**src/core/ibcs_map.svh**
```systemverilog
// Purpose: constants of the instruction bus cycle sequencer
// Assumes: included by bare name
// Notes:   definitions only
`ifndef IBCS_MAP_SVH
`define IBCS_MAP_SVH

// =============================================================
// sequencing limits
`define IBCS_ADDR_W      24
`define IBCS_MAX_EXT     3'h4
`define IBCS_INT_STATES  2'h1
`define IBCS_IDX_W       3

`endif

```
**src/core/ibcs_pkg.sv**
```systemverilog
// Purpose: types of the instruction bus cycle sequencer
// Assumes: ibcs_map.svh supplies the widths
// Notes:   no numbers beyond the header
`include "ibcs_map.svh"

package ibcs_pkg;

	// =============================================================
	// instruction classes
	typedef enum logic [2:0] {
		IBCS_CLS_PLAIN,
		IBCS_CLS_BR_D8,
		IBCS_CLS_BR_D16,
		IBCS_CLS_BIT_TEST,
		IBCS_CLS_BIT_MOD
	} ibcs_cls_t;

	// =============================================================
	// sequencer states
	typedef enum logic [2:0] {
		IBCS_S_IDLE,
		IBCS_S_EXT,
		IBCS_S_EA_RD,
		IBCS_S_NEXT_RD,
		IBCS_S_INTERNAL,
		IBCS_S_TGT_RD,
		IBCS_S_EA_WR
	} ibcs_st_t;

	// =============================================================
	// whole state of the sequencer
	typedef struct packed {
		ibcs_st_t                   st;
		ibcs_cls_t                  cls;
		logic [`IBCS_IDX_W-1:0]     idx;
		logic [`IBCS_IDX_W-1:0]     ext;
		logic [1:0]                 cnt;
		logic [`IBCS_ADDR_W-1:0]    pc;
		logic [`IBCS_ADDR_W-1:0]    ea;
		logic [`IBCS_ADDR_W-1:0]    tgt;
		logic [`IBCS_ADDR_W-1:0]    addr;
		logic                       req;
		logic                       wr;
		logic                       word;
		logic                       lock;
		logic                       internal;
		logic                       busy;
		logic                       done;
	} ibcs_state_t;

endpackage

```
**src/core/ibcs_addr_gen.sv**
```systemverilog
// Purpose: word address of the n-th word of an instruction
// Assumes: instruction words are 2 bytes and contiguous
// Notes:   combinational, index 0 is the opcode word
`timescale 1ns/1ps
`default_nettype none

module ibcs_addr_gen #(
	parameter int AW = 24,
	parameter int IW = 3
) (
	input  wire logic [AW-1:0] base_i,
	input  wire logic [IW-1:0] word_idx_i,
	output logic      [AW-1:0] addr_o
);

	// =============================================================
	// consecutive word addresses
	always_comb begin
		addr_o = AW'(base_i + {{(AW-IW-1){1'b0}}, word_idx_i, 1'b0});
	end

endmodule // ibcs_addr_gen

`default_nettype wire

```
**src/core/ibcs_seq.sv**
```systemverilog
// Purpose: issues the bus cycles of one instruction in order
// Assumes: bus controller acknowledges each cycle with a one-clock ack pulse, after any number of wait clocks
// Notes:   one clock cycle stands for one state
//
// How it works
// - a cycle flagged locked keeps the bus with the next cycle of the same instruction or, when it is the last cycle, up to the instruction's end.
// - extension words are fetched at consecutive word addresses after the opcode, up to the 5th word.
// - every sequence except a 16-bit branch contains a word read at the address of the following instruction.
// - a 16-bit branch fetches its extension words, waits one internal state, then reads the target word.
// - an 8-bit branch reads the next word and then the target word with no gap between.
// - a bit test reads extension words, a byte at the operand, then a locked next word, no write.
`timescale 1ns/1ps
`default_nettype none
`include "ibcs_map.svh"

module ibcs_seq
	import ibcs_pkg::*;
#(
	parameter int AW = `IBCS_ADDR_W
) (
	input  wire logic                   clock_i,
	input  wire logic                   nrst_i,
	input  wire logic                   start_i,
	input  wire ibcs_cls_t              op_class_i,
	input  wire logic [`IBCS_IDX_W-1:0] ext_words_i,
	input  wire logic [AW-1:0]          pc_i,
	input  wire logic [AW-1:0]          effective_addr_i,
	input  wire logic [AW-1:0]          target_addr_i,
	input  wire logic                   cyc_ack_i,
	output logic                        cyc_req_o,
	output logic                        cyc_write_o,
	output logic                        cyc_word_o,
	output logic                        cyc_lock_o,
	output logic      [AW-1:0]          cyc_addr_o,
	output logic                        internal_o,
	output logic                        busy_o,
	output logic                        done_o
);

	// =============================================================
	// state
	ibcs_state_t              s_r;
	ibcs_state_t              s_nxt;
	ibcs_st_t                 go;
	logic                     load;
	logic                     finish;
	logic [`IBCS_IDX_W-1:0]   gen_idx;
	logic [AW-1:0]            gen_addr;

	function automatic ibcs_st_t first_after_ext(input ibcs_cls_t c);
		case (c)
			IBCS_CLS_BR_D16:   first_after_ext = IBCS_S_INTERNAL;
			IBCS_CLS_BIT_TEST: first_after_ext = IBCS_S_EA_RD;
			IBCS_CLS_BIT_MOD:  first_after_ext = IBCS_S_EA_RD;
			default:           first_after_ext = IBCS_S_NEXT_RD;
		endcase
	endfunction

	// the index picks an extension word or, past them, the next opcode
	always_comb begin
		if (go == IBCS_S_EXT) begin
			gen_idx = s_nxt.idx;
		end else begin
			gen_idx = `IBCS_IDX_W'(s_nxt.ext + 1'b1);
		end
	end

	ibcs_addr_gen #(
		.AW (AW),
		.IW (`IBCS_IDX_W)
	) u_addr (
		.base_i     (s_nxt.pc),
		.word_idx_i (gen_idx),
		.addr_o     (gen_addr)
	);

	// =============================================================
	// sequencing
	always_comb begin
		s_nxt  = s_r;
		go     = s_r.st;
		load   = 1'b0;
		finish = 1'b0;
		s_nxt.done = 1'b0;
		case (s_r.st)
			IBCS_S_IDLE: begin
				// over-long instructions are refused rather than truncated
				if (start_i && (ext_words_i <= `IBCS_MAX_EXT)) begin
					s_nxt.cls  = op_class_i;
					s_nxt.ext  = ext_words_i;
					s_nxt.pc   = pc_i;
					s_nxt.ea   = effective_addr_i;
					s_nxt.tgt  = target_addr_i;
					s_nxt.idx  = `IBCS_IDX_W'(1);
					s_nxt.busy = 1'b1;
					load = 1'b1;
					if (ext_words_i != '0) begin
						go = IBCS_S_EXT;
					end else begin
						go = first_after_ext(op_class_i);
					end
				end
			end
			IBCS_S_EXT: begin
				if (cyc_ack_i) begin
					load = 1'b1;
					if (s_r.idx == s_r.ext) begin
						go = first_after_ext(s_r.cls);
					end else begin
						go = IBCS_S_EXT;
						s_nxt.idx = `IBCS_IDX_W'(s_r.idx + 1'b1);
					end
				end
			end
			IBCS_S_EA_RD: begin
				if (cyc_ack_i) begin
					load = 1'b1;
					go = IBCS_S_NEXT_RD;
				end
			end
			IBCS_S_NEXT_RD: begin
				if (cyc_ack_i) begin
					if (s_r.cls == IBCS_CLS_BR_D8) begin
						load = 1'b1;
						go = IBCS_S_TGT_RD;
					end else if (s_r.cls == IBCS_CLS_BIT_MOD) begin
						load = 1'b1;
						go = IBCS_S_EA_WR;
					end else begin
						finish = 1'b1;
					end
				end
			end
			IBCS_S_INTERNAL: begin
				if (s_r.cnt >= 2'(`IBCS_INT_STATES - 2'h1)) begin
					load = 1'b1;
					go = IBCS_S_TGT_RD;
				end else begin
					s_nxt.cnt = 2'(s_r.cnt + 2'h1);
				end
			end
			IBCS_S_TGT_RD,
			IBCS_S_EA_WR: begin
				if (cyc_ack_i) begin
					finish = 1'b1;
				end
			end
			default: begin
				finish = 1'b1;
			end
		endcase

		if (load) begin
			s_nxt.st       = go;
			s_nxt.req      = 1'b1;
			s_nxt.wr       = 1'b0;
			s_nxt.word     = 1'b1;
			s_nxt.lock     = 1'b0;
			s_nxt.internal = 1'b0;
			s_nxt.addr     = gen_addr;
			case (go)
				IBCS_S_EA_RD: begin
					s_nxt.word = 1'b0;
					s_nxt.addr = s_nxt.ea;
					s_nxt.lock = (s_nxt.cls == IBCS_CLS_BIT_MOD);
				end
				IBCS_S_NEXT_RD: begin
					// bit operations keep the bus up to their end
					s_nxt.lock = (s_nxt.cls == IBCS_CLS_BIT_TEST)
						|| (s_nxt.cls == IBCS_CLS_BIT_MOD);
				end
				IBCS_S_INTERNAL: begin
					s_nxt.req      = 1'b0;
					s_nxt.internal = 1'b1;
					s_nxt.cnt      = 2'h0;
				end
				IBCS_S_TGT_RD: begin
					s_nxt.addr = s_nxt.tgt;
				end
				IBCS_S_EA_WR: begin
					s_nxt.wr   = 1'b1;
					s_nxt.word = 1'b0;
					s_nxt.addr = s_nxt.ea;
				end
				default: begin
				end
			endcase
		end

		if (finish) begin
			s_nxt.st       = IBCS_S_IDLE;
			s_nxt.req      = 1'b0;
			s_nxt.wr       = 1'b0;
			s_nxt.lock     = 1'b0;
			s_nxt.internal = 1'b0;
			s_nxt.busy     = 1'b0;
			s_nxt.done     = 1'b1;
		end
	end

	// =============================================================
	// registers
	always_ff @(posedge clock_i) begin
		if (!nrst_i) begin
			s_r <= '{st: IBCS_S_IDLE, cls: IBCS_CLS_PLAIN, default: '0};
		end else begin
			s_r <= s_nxt;
		end
	end

	assign cyc_req_o   = s_r.req;
	assign cyc_write_o = s_r.wr;
	assign cyc_word_o  = s_r.word;
	assign cyc_lock_o  = s_r.lock;
	assign cyc_addr_o  = s_r.addr;
	assign internal_o  = s_r.internal;
	assign busy_o      = s_r.busy;
	assign done_o      = s_r.done;

endmodule // ibcs_seq

`default_nettype wire

```
**config.mk**
```make
export PLATFORM = sky130hd
export DESIGN_NAME = ibcs_seq
export DESIGN_NICKNAME = d
export VERILOG_FILES = /design/src/core/ibcs_pkg.sv /design/src/core/ibcs_addr_gen.sv /design/src/core/ibcs_seq.sv
export VERILOG_INCLUDE_DIRS = /design/src /design/src/core
export SDC_FILE = /design/constraint.sdc
export NUM_CORES = 1
export LEC_CHECK = 0
export BUFFER_PORTS_ARGS = -buffer_cell sky130_fd_sc_hd__buf_2
export CORE_MARGIN = 5
export CORE_UTILIZATION = 55
export CTS_CLUSTER_DIAMETER = 30
export DETAILED_ROUTE_END_ITERATION = 7
export PLACE_DENSITY = 0.79
export RECOVER_POWER = 100
export REMOVE_ABC_BUFFERS = 1
export SETUP_SLACK_MARGIN = 0.05
export SYNTH_ARGS = -nofsm -noshare
export SYNTH_HDL_FRONTEND = slang
export SYNTH_HIERARCHICAL = 1
export SYNTH_SLANG_ARGS = --single-unit
```
**constraint.sdc**
```tcl
create_clock -name clock_i -period 8.35 [get_ports clock_i]
set_clock_uncertainty 0.2 [all_clocks]
set_input_delay 0 -clock clock_i [delete_from_list [all_inputs] [get_ports clock_i]]
set_output_delay 0 -clock clock_i [all_outputs]
set_load 0.01 [all_outputs]
```
Yosys cells after proc, flatten, opt, wreduce, memory -nomap -nowiden
Cells that the tools add are included.
- logic and storage cells: 100
- register bits: 117
- add/subtract/negate cells: 4
- equality and inequality tests: 22
- $lt $le $gt $ge: 2
- bitwise operators: 1
- muxes and demuxes: 43
- reductions and logical operators: 12
- operator list (kind ; number):
    2-to-1 mux 72 bit ; 2
    case mux 24 bit (2 select lines) ; 1
    2-to-1 mux 3 bit ; 14
    == test 3 x 2 -> 1 bit, second input constant ; 9
    == test 3 bit, second input constant ; 9
    adder 24 x 4 -> 24 bit ; 1
    case mux 3 bit (2 select lines) ; 3
    case mux 3 bit (5 select lines) ; 1
    2-to-1 mux 1 bit ; 14
    OR reduction 2 bit ; 6
    == test 3 x 1 -> 1 bit, second input constant ; 3
    2-to-1 mux 9 bit ; 1
    2-to-1 mux 2 bit ; 4
    adder 3 x 1 -> 3 bit, second input constant ; 2
    case mux 1 bit (4 select lines) ; 1
    OR reduction 4 bit ; 1
    == test 3 bit ; 1
    less-or-equal comparator 3 bit, second input constant ; 1
    logical NOT 3 bit ; 1
    case mux 1 bit (3 select lines) ; 1
    nonzero test 3 bit ; 1
    adder 2 x 1 -> 2 bit, second input constant ; 1
    greater-or-equal comparator 2 x 1 -> 1 bit, second input constant ; 1
    case mux 1 bit (2 select lines) ; 1
    other kinds (4) ; 4

Logic depth before layout (Yosys ltp)
Gate-level depths: netlist of run 1.
- word-level depth: 10
- depth in mapped cells: 19
- mapped depth without buffers: 14

Cells and area by module
Netlist of run 1, hierarchy kept.
- modules (own cells, without submodules) (module ; cells each ; area an instance (um^2) ; instances):
    ibcs_seq ; 631 ; 5549.1 ; 1
    ibcs_addr_gen ; 68 ; 506.7 ; 1

Worst setup path before layout of run 1
No wires, ideal clock.
- path type: register to register
- start point: register s_r[114] in the netlist's numbering
- end point: register s_r, in the netlist cyc_addr_o[14]
- path slack: 4.405 ns
- data required time: 8.073 ns
- data arrival time: 3.668 ns
- period minus slack after synthesis: 3.945 ns
- stages on the path, launching flop included: 19
- buffers on the path: 5
- cell sequence: dfxtp_1 buf_6 or4b_4 a21o_1 buf_6 clkbuf_1 clkbuf_1 nand2_1 nand2_1 ha_1 mux2_2 ha_1 nand3_1 and2_1 clkbuf_1 nor4b_2 xor2_1 nand2_1 a41oi_2
- RTL lines (item ; RTL line ; text):
    start, declared ; ibcs_seq.sv:42 ; ibcs_state_t s_r;
    start signal, assigned ; ibcs_seq.sv:207 ; s_r <= s_nxt;

Worst setup path in the final report of run 1
- start point: register s_r[116] in the netlist's numbering
- end point: register s_r, in the netlist cyc_addr_o[5]
- longest elaborated chain between the ends: 8
- elaborated cells between the ends (all ways): 27
- ends and longest elaborated chain (item ; RTL line ; text):
    2-to-1 mux 3 bit ; ibcs_seq.sv:126 ; end else if (s_r.cls == IBCS_CLS_BIT_MOD) begin
    2-to-1 mux 3 bit ; ibcs_seq.sv:123 ; if (s_r.cls == IBCS_CLS_BR_D8) begin
    2-to-1 mux 3 bit ; ibcs_seq.sv:122 ; if (cyc_ack_i) begin
    case mux 3 bit (5 select lines) ; ibcs_seq.sv:85 ; case (s_r.st)
    == test 3 x 1 -> 1 bit ; ibcs_seq.sv:61 ; if (go == IBCS_S_EXT) begin
    2-to-1 mux 3 bit (*) ; ibcs_seq.sv:61 ;
    named net gen_idx[0] ; ibcs_seq.sv:47 ; logic [`IBCS_IDX_W-1:0] gen_idx;
    adder 24 x 4 -> 24 bit (*) ; ibcs_addr_gen.sv:19 ; addr_o = AW'(base_i + {{(AW-IW-1){1'b0}}, word_idx_i, 1'b0});
    named net gen_addr[5] ; ibcs_seq.sv:48 ; logic [AW-1:0] gen_addr;
    case mux 24 bit (2 select lines) (*) ; ibcs_seq.sv:161 ; case (go)
The timed path passes the listed nets; every way through them passes the cells marked *.
A chain may end at the register's enable or synchronous reset.

==> flow_metrics.py, run 1 <==
metrics = {
    "routing": {
        "drc_errors": 0,
        "ant_nets": 0,
        "vias": 5274,
        "dr.pass1.iters": 5,
        "routed_wl_mm": 15.5,
        "post_drt_wl_per_cell_um": 15.5,
        "drt-initial-drc-count": 338,
        "viasPerCell": 5.27,
    },
    "clocking": {
        "cts-buffers-inserted": 17,
        "cts_tree": "built",
        "clkLatencyLatePin_ns": 0.52,
        "ctsLongestPathBuffers": 2,
        "post_cts.repair.setup_buffers": 0,
        "clockRootBuffer": "clkbuf_8",
        "clk_pin_slew_ns": 0.06,
        "clock_sinks": 115,
        "cts_resized": 0,
        "cts-htree-levels": 4,
    },
    "setup_path": {
        "max_stage_delay_ns": 1.50,
        "crit_chain": "or4b_1 > a21oi_1 > clkbuf_1 > nor3_1 > a21oi_1 > mux2_2 > ha_1 > fa_1 > a21o_1 > nand2_1 > xnor2_1 > dlygate4sd3_1 > nand2_1 > a41oi_1",
        "criticalPathCategory": "flip-flop to flip-flop",
        "end_kind": "flip-flop",
        "cp_slowest_cell": "clkbuf_1",
        "critPathTopFamily": "buffers and inverters",
        "path_buf_inv": 2,
        "worstPathMaxFanout": 45,
        "critPathArrivalTime_ns": 5.59,
        "cp-start-kind": "flip-flop",
        "cp.required_ns": 8.43,
    },
    "sta": {
        "finalHoldViolCount": 0,
        "rsz0062_at_grt": "false",
        "max_freq_ghz": 0.182,
        "tns_ns": 0,
        "drv_slew": 76,
        "relSlewSlack_pct": -45.3,
        "worst_slew_pin_slew_ns": 2.18,
        "holdWs_ns": 0.0797,
        "post-route-period-util_pct": 65.9,
        "period_needed_ns": 5.50,
        "finalSetupViolCount": 0,
    },
    "floorplanning": {
        "num_rows": 38,
        "dieArea_sq_um": 13200,
        "die_y_um": 115,
        "start_util_pct": 56.1,
        "fp.dieW_um": 115,
        "core_sq_um": 10800,
        "io_pins": 113,
    },
    "synth": {
        "syn_area_sq_um": 6060,
        "syn_inst": 699,
        "yosysWarnings": 6,
        "synth_cell_types": 61,
        "synth_edf_count": 0,
        "async_reset_ff_share_pct": 0,
        "ys_seq_elements": 115,
        "avgSynthCellArea_sq_um": 8.66,
        "ys_seq_area_share_pct": 38.0,
        "synth-main-ff-cell": "dfxtp_1",
    },
    "power": {
        "p_leak_nw": 3.37,
        "power_density_nw_per_um2": 317,
        "irDropWorstVdd_uv": 263,
        "power_mw": 2.46,
    },
    "placement": {
        "dp_hpwl_mm": 9.38,
        "gp_congestion": 0.924,
        "post_dp_cell_area_sq_um": 6440,
        "port_buffers": 112,
    },
    "run_status": {
        "outcome": "complete, but fails checks",
        "violations": "capacitance limit, slew limit",
    },
    "cells_and_area": {
        "layout.nets": 936,
        "fin_util_pct": 72.0,
        "antenna_cells": 0,
        "layout-drive-gt1-share_pct": 17.0,
        "fin_area_sq_um": 7770,
        "area_growth_pct": 28.4,
    },
    "flow_run": {
        "drv_cap": 2,
    },
    "grt": {
        "grt_max_degree": 109,
        "grt_overflow": 0,
        "grt_usage_pct": 23.9,
        "grt_pass1_wl_mm": 25.5,
        "grt_pass1_vias": 5485,
        "antenna_found_initial": 0,
    },
    "min_path": {
        "hold_class": "input port to flip-flop",
    },
}
[per-stage QoR]
step | setup slack (ns) | instances
floorplan | 2.81 | 631
global placement | 3.90 | 886
detailed placement | 3.78 | 886
CTS | 3.29 | 1000
global route | 2.46 | 1000
finish | 2.85 | 1000
[sequential cells by signal, summed over array words and instances (netlist names)]
register / count
done_o: 1
internal_o: 1
busy_o: 1
cyc_req_o: 1
cyc_word_o: 1
cyc_addr_o: 24
s_r: 84
cyc_write_o: 1
cyc_lock_o: 1
[worst paths after layout]
| path | start | end | slack (ns) | depth (start not counted) |
|---|---|---|---|---|
| max reg2reg | s_r[116] | cyc_addr_o[5] | 2.85 | 14 |
| max | s_r[116] | cyc_addr_o[5] | 2.85 | 14 |
| min reg2reg | busy_o | busy_o | 0.29 | 2 |
| min | target_addr_i[23] | s_r[54] | 0.08 | 4 |
[power breakdown]
part	switching, mW	internal [mW]
combinational	0.604	0.367
clock	0.250	0.513
sequential	0.0630	0.665
[tightest hold or removal path: stages]
cell	delay, ns
dlygate4sd3_1	0.51
buf_2	0.09
mux2i_1	0.06
nor2b_1	0.10
[cell usage after synthesis, types with 3 or more instances]
cell / number / share of area, %
nand2_1: 173 / 11
dfxtp_1: 115 / 38
and2_1: 45 / 4.6
mux2i_1: 40 / 6.6
nor2b_1: 40 / 4.1
nand2b_1: 37 / 3.8
clkbuf_1: 30 / 1.9
buf_4: 27 / 3.3
o21ai_0: 24 / 2.0
a41oi_2: 19 / 5.1
xnor2_1: 15 / 2.2
nor2_1: 12 / 0.74
xor2_1: 11 / 1.6
a21oi_1: 9 / 0.74
nand3_1: 9 / 0.74
nor3_1: 8 / 0.66
buf_2: 7 / 0.58
inv_1: 6 / 0.37
a41oi_1: 5 / 0.72
ha_1: 5 / 1.0
nand4_1: 5 / 0.52
buf_6: 4 / 0.74
and3_1: 3 / 0.31
mux2_2: 3 / 0.56
o211a_1: 3 / 0.50
[routing by layer]
metal	up-vias	GRT usage [%]	wire (um)
met5	-	0	0
met4	0	7.67	261
met3	27	5.68	933
met2	163	42.1	7890
met1	2476	28.6	6430
li1	2608	-	-
[logic make-up (layout without fill, tap and decap cells)]
group,after synthesis,after routing,share of synthesized area (%)
multiplexers,43,43,7.17
AND/OR/NAND/NOR,355,355,30.2
flip-flops,115,115,38.0
adder cells (fa/ha/maj),7,7,1.53
AO/OA/AOI/OAI,79,79,12.5
XOR/XNOR,26,26,3.76
buffers and inverters,74,235,6.90
[timing repair]
| action | 4_1_cts | 5_1_grt |
|---|---|---|
| endpoints found under the setup margin | 0 | 0 |
| hold endpoints to repair | 111 | 0 |
| hold buffers | 83 | 0 |
[final cells by class]
| type | count | area [sq um] |
|---|---|---|
| fillers | 809 | 3020 |
| well taps | 140 | 175 |
| clock buffers | 22 | 473 |
| inverters | 6 | 22.5 |
| repair buffers | 198 | 1370 |
| multi-input cells | 510 | 3280 |
| flip-flops and latches | 115 | 2300 |
| clock inverters | 9 | 151 |
[layout by cell type (no fill, tap or decap), types with 9 or more instances in the layout]
master,count
nand2b_1,37
and2_1,20
nand3_1,9
mux2i_1,40
and2_0,25
o21ai_0,24
dlygate4sd3_1,83
nor2b_1,40
clkbuf_1,34
a21oi_1,10
nor2_1,12
clkbuf_16,16
xnor2_1,15
a41oi_2,16
nand2_1,173
buf_2,81
xor2_1,11
dfxtp_1,115
Power figures use the tool's default switching activity.
==> run 2, diff against run 1 <==
==> constraint.sdc (replaced) <==
create_clock -name clock_i -period 5.75 [get_ports clock_i]
set_clock_uncertainty 0.2 [all_clocks]
set_input_delay 0 -clock clock_i [delete_from_list [all_inputs] [get_ports clock_i]]
set_output_delay 0 -clock clock_i [all_outputs]
set_load 0.01 [all_outputs]
==> run 2 against run 1 <==
Effect of this change: the flow still finishes with violations (capacitance limit, slew limit); core utilization increased by 3.1 points; first-iteration DRC count decreased by 2.4%; setup slack got worse by 2.1 ns; maximum frequency increased by 10%; clock power increased by 42%; count of clock-buffer cells in the layout decreased by 1; global-route usage increased by 1.6 points; worst hold slack improved by 0.014 ns; non-clock buffer count increased by 40; sequential power increased by 46%; final area increased by 4.3%; combinational power increased by 51%; critical endpoint is now cyc_addr_o[17]; largest power group unchanged.
==> flow_metrics.py, run 2 (same netlist as run 1, synthesis figures left out) <==
metrics = {
    "run_status": {
        "outcome": "complete, but fails checks",
        "violations": "capacitance limit, slew limit",
    },
    "setup_path": {
        "end_kind": "flip-flop",
        "cp-start-kind": "flip-flop",
        "path_buf_inv": 1,
        "crit_chain": "or4b_1 > a21oi_1 > buf_4 > nor3_1 > a21oi_1 > mux2_2 > ha_1 > fa_1 > a21o_1 > nand4_1 > xnor2_1 > nand2_1 > a41oi_1",
        "worstPathMaxFanout": 26,
        "critPathTopFamily": "compound AO/OA/AOI/OAI gates",
        "rr_startpoint": "s_r[116]",
        "criticalPathCategory": "flip-flop to flip-flop",
        "cp_slowest_cell": "a21oi_1",
        "cp.required_ns": 5.97,
        "max_stage_delay_ns": 1.27,
        "critPathArrivalTime_ns": 5.22,
        "r2r_cells": 13,
        "r2r_setup_slack_ns": 0.76,
        "timing.rr.end": "cyc_addr_o[17]",
        "crit_top_cell": "a21oi_1",
    },
    "cells_and_area": {
        "area_growth_pct": 34.0,
        "final.fill_count": 797,
        "layout-drive-gt1-share_pct": 15.4,
        "fin_area_sq_um": 8110,
        "top_register": "s_r",
        "layout_commonest_cell": "nand2_1",
        "largest_reg_flops": 84,
        "layout.nets": 976,
        "layout_common_cells": "nand2_1 (173), dlygate4sd3_1 (122), dfxtp_1 (115), buf_2 (80)",
    },
    "routing": {
        "dr.pass1.iters": 6,
        "vias": 5498,
        "ant_nets": 0,
        "drt-initial-drc-count": 330,
        "routed_wl_mm": 16.6,
        "post_drt_wl_per_cell_um": 15.9,
        "drc_errors": 0,
        "viasPerCell": 5.28,
    },
    "floorplanning": {
        "die_y_um": 115,
        "core_sq_um": 10800,
        "io_pins": 113,
        "start_util_pct": 56.1,
        "num_rows": 38,
        "fp.dieW_um": 115,
        "dieArea_sq_um": 13200,
    },
    "clocking": {
        "cts-buffers-inserted": 17,
        "clkLatencyLatePin_ns": 0.52,
        "cts_resized": 0,
        "cts_tree": "built",
        "clk_pin_slew_ns": 0.06,
        "clock_sinks": 115,
        "clockRootBuffer": "clkbuf_8",
        "ctsLongestPathBuffers": 2,
        "cts-htree-levels": 4,
    },
    "power": {
        "irDropWorstVdd_uv": 299,
        "power_density_nw_per_um2": 445,
        "p_leak_nw": 3.61,
    },
    "grt": {
        "antenna_found_initial": 1,
        "grt_max_degree": 62,
        "grt_usage_pct": 25.4,
        "grt_overflow": 0,
        "grt_pass1_wl_mm": 26.8,
        "grt_pass1_vias": 5675,
    },
    "min_path": {
        "hp-start": "effective_addr_i[22]",
        "hold_class": "input port to flip-flop",
        "hold_end": "s_r[77]",
        "worstHoldPathCells": 4,
    },
    "sta": {
        "finalHoldViolCount": 0,
        "finalSetupViolCount": 0,
        "post-route-period-util_pct": 86.9,
        "tns_ns": 0,
        "rsz0062_at_grt": "false",
        "max_freq_ghz": 0.200,
        "worst_slew_pin_slew_ns": 1.91,
        "drv_slew": 161,
        "holdWs_ns": 0.0933,
        "relSlewSlack_pct": -27.6,
        "period_needed_ns": 4.99,
    },
    "placement": {
        "dp_hpwl_mm": 9.60,
        "port_buffers": 112,
        "post_dp_cell_area_sq_um": 6450,
        "gp_congestion": 0.830,
    },
    "flow_run": {
        "drv_cap": 4,
    },
}
[run 2: cell types whose count changed in the layout (fill, tap and decap cells not counted), moves of 2 or more]
cell           change
dlygate4sd3_1     +39
and2_0            -10
clkbuf_8           -2
a41oi_2            -9
and2_1            +10
a41oi_1            +9
[run 2: worst max-delay path by stage]
stage               cells past startpoint        endpoint  slack, ns      from
finish                                 13  cyc_addr_o[17]       0.76  s_r[116]
global route                           13  cyc_addr_o[17]       0.48  s_r[116]
CTS                                    13  cyc_addr_o[17]       1.23  s_r[116]
detailed placement                     15  cyc_addr_o[10]       1.26  s_r[116]
global placement                       14  cyc_addr_o[21]       1.45  s_r[116]
floorplan                               7      cyc_lock_o       0.21  s_r[116]
[run 2: repair_timing]
item	4_1_cts	5_1_grt
endpoints found under the setup margin	0	0
hold buffers	122	0
buffers inserted	0	0
endpoints found under the hold margin	114	0
[run 2: stage by stage]
| stage | std cells | power (mW) | setup slack, ns | utilization [%] |
|---|---|---|---|---|
| after floorplan | 631 | 2.07 | 0.211 | - |
| after global placement | 887 | 2.41 | 1.45 | 59.8 |
| after detailed placement | 887 | 2.47 | 1.26 | 59.8 |
| after CTS | 1040 | 3.67 | 1.23 | 76.7 |
| after global routing | 1041 | 3.82 | 0.478 | 75.2 |
| final | 1041 | 3.61 | 0.756 | 75.2 |
[run 2: metal layers]
layer | global-route usage (%) | wire length, um | vias up
met2 | 47.0 | 8650 | 164
met5 | 0 | 0 | -
met4 | 8.69 | 304 | 0
met3 | 5.42 | 813 | 29
li1 | - | - | 2686
met1 | 28.9 | 6810 | 2619
[run 2: cell type report]
class | count | area (sq um) | share of cell area [%]
antenna | 1 | 2.50 | 0.0308
clock buffer | 21 | 449 | 5.54
clock inverter | 10 | 156 | 1.93
inverter | 6 | 22.5 | 0.278
multi-input combinational | 510 | 3240 | 39.9
sequential | 115 | 2300 | 28.4
tap | 140 | 175 | 2.16
timing repair buffer | 238 | 1770 | 21.8
[run 2: where the power goes]
part | internal (mW) | switching, mW | total, mW
clock network | 0.721 | 0.361 | 1.08
registers | 0.965 | 0.0928 | 1.06
logic | 0.578 | 0.889 | 1.47
total | 2.26 | 1.34 | 3.61
[run 2: worst register-to-register path: stages (launching register included)]
cell	delay (ns)
dfxtp_1	0.41
or4b_1	0.65
a21oi_1	1.27
buf_4	0.49
nor3_1	0.09
a21oi_1	0.17
mux2_2	0.19
ha_1	0.18
fa_1	0.24
a21o_1	0.31
nand4_1	0.17
xnor2_1	0.17
nand2_1	0.08
a41oi_1	0.27
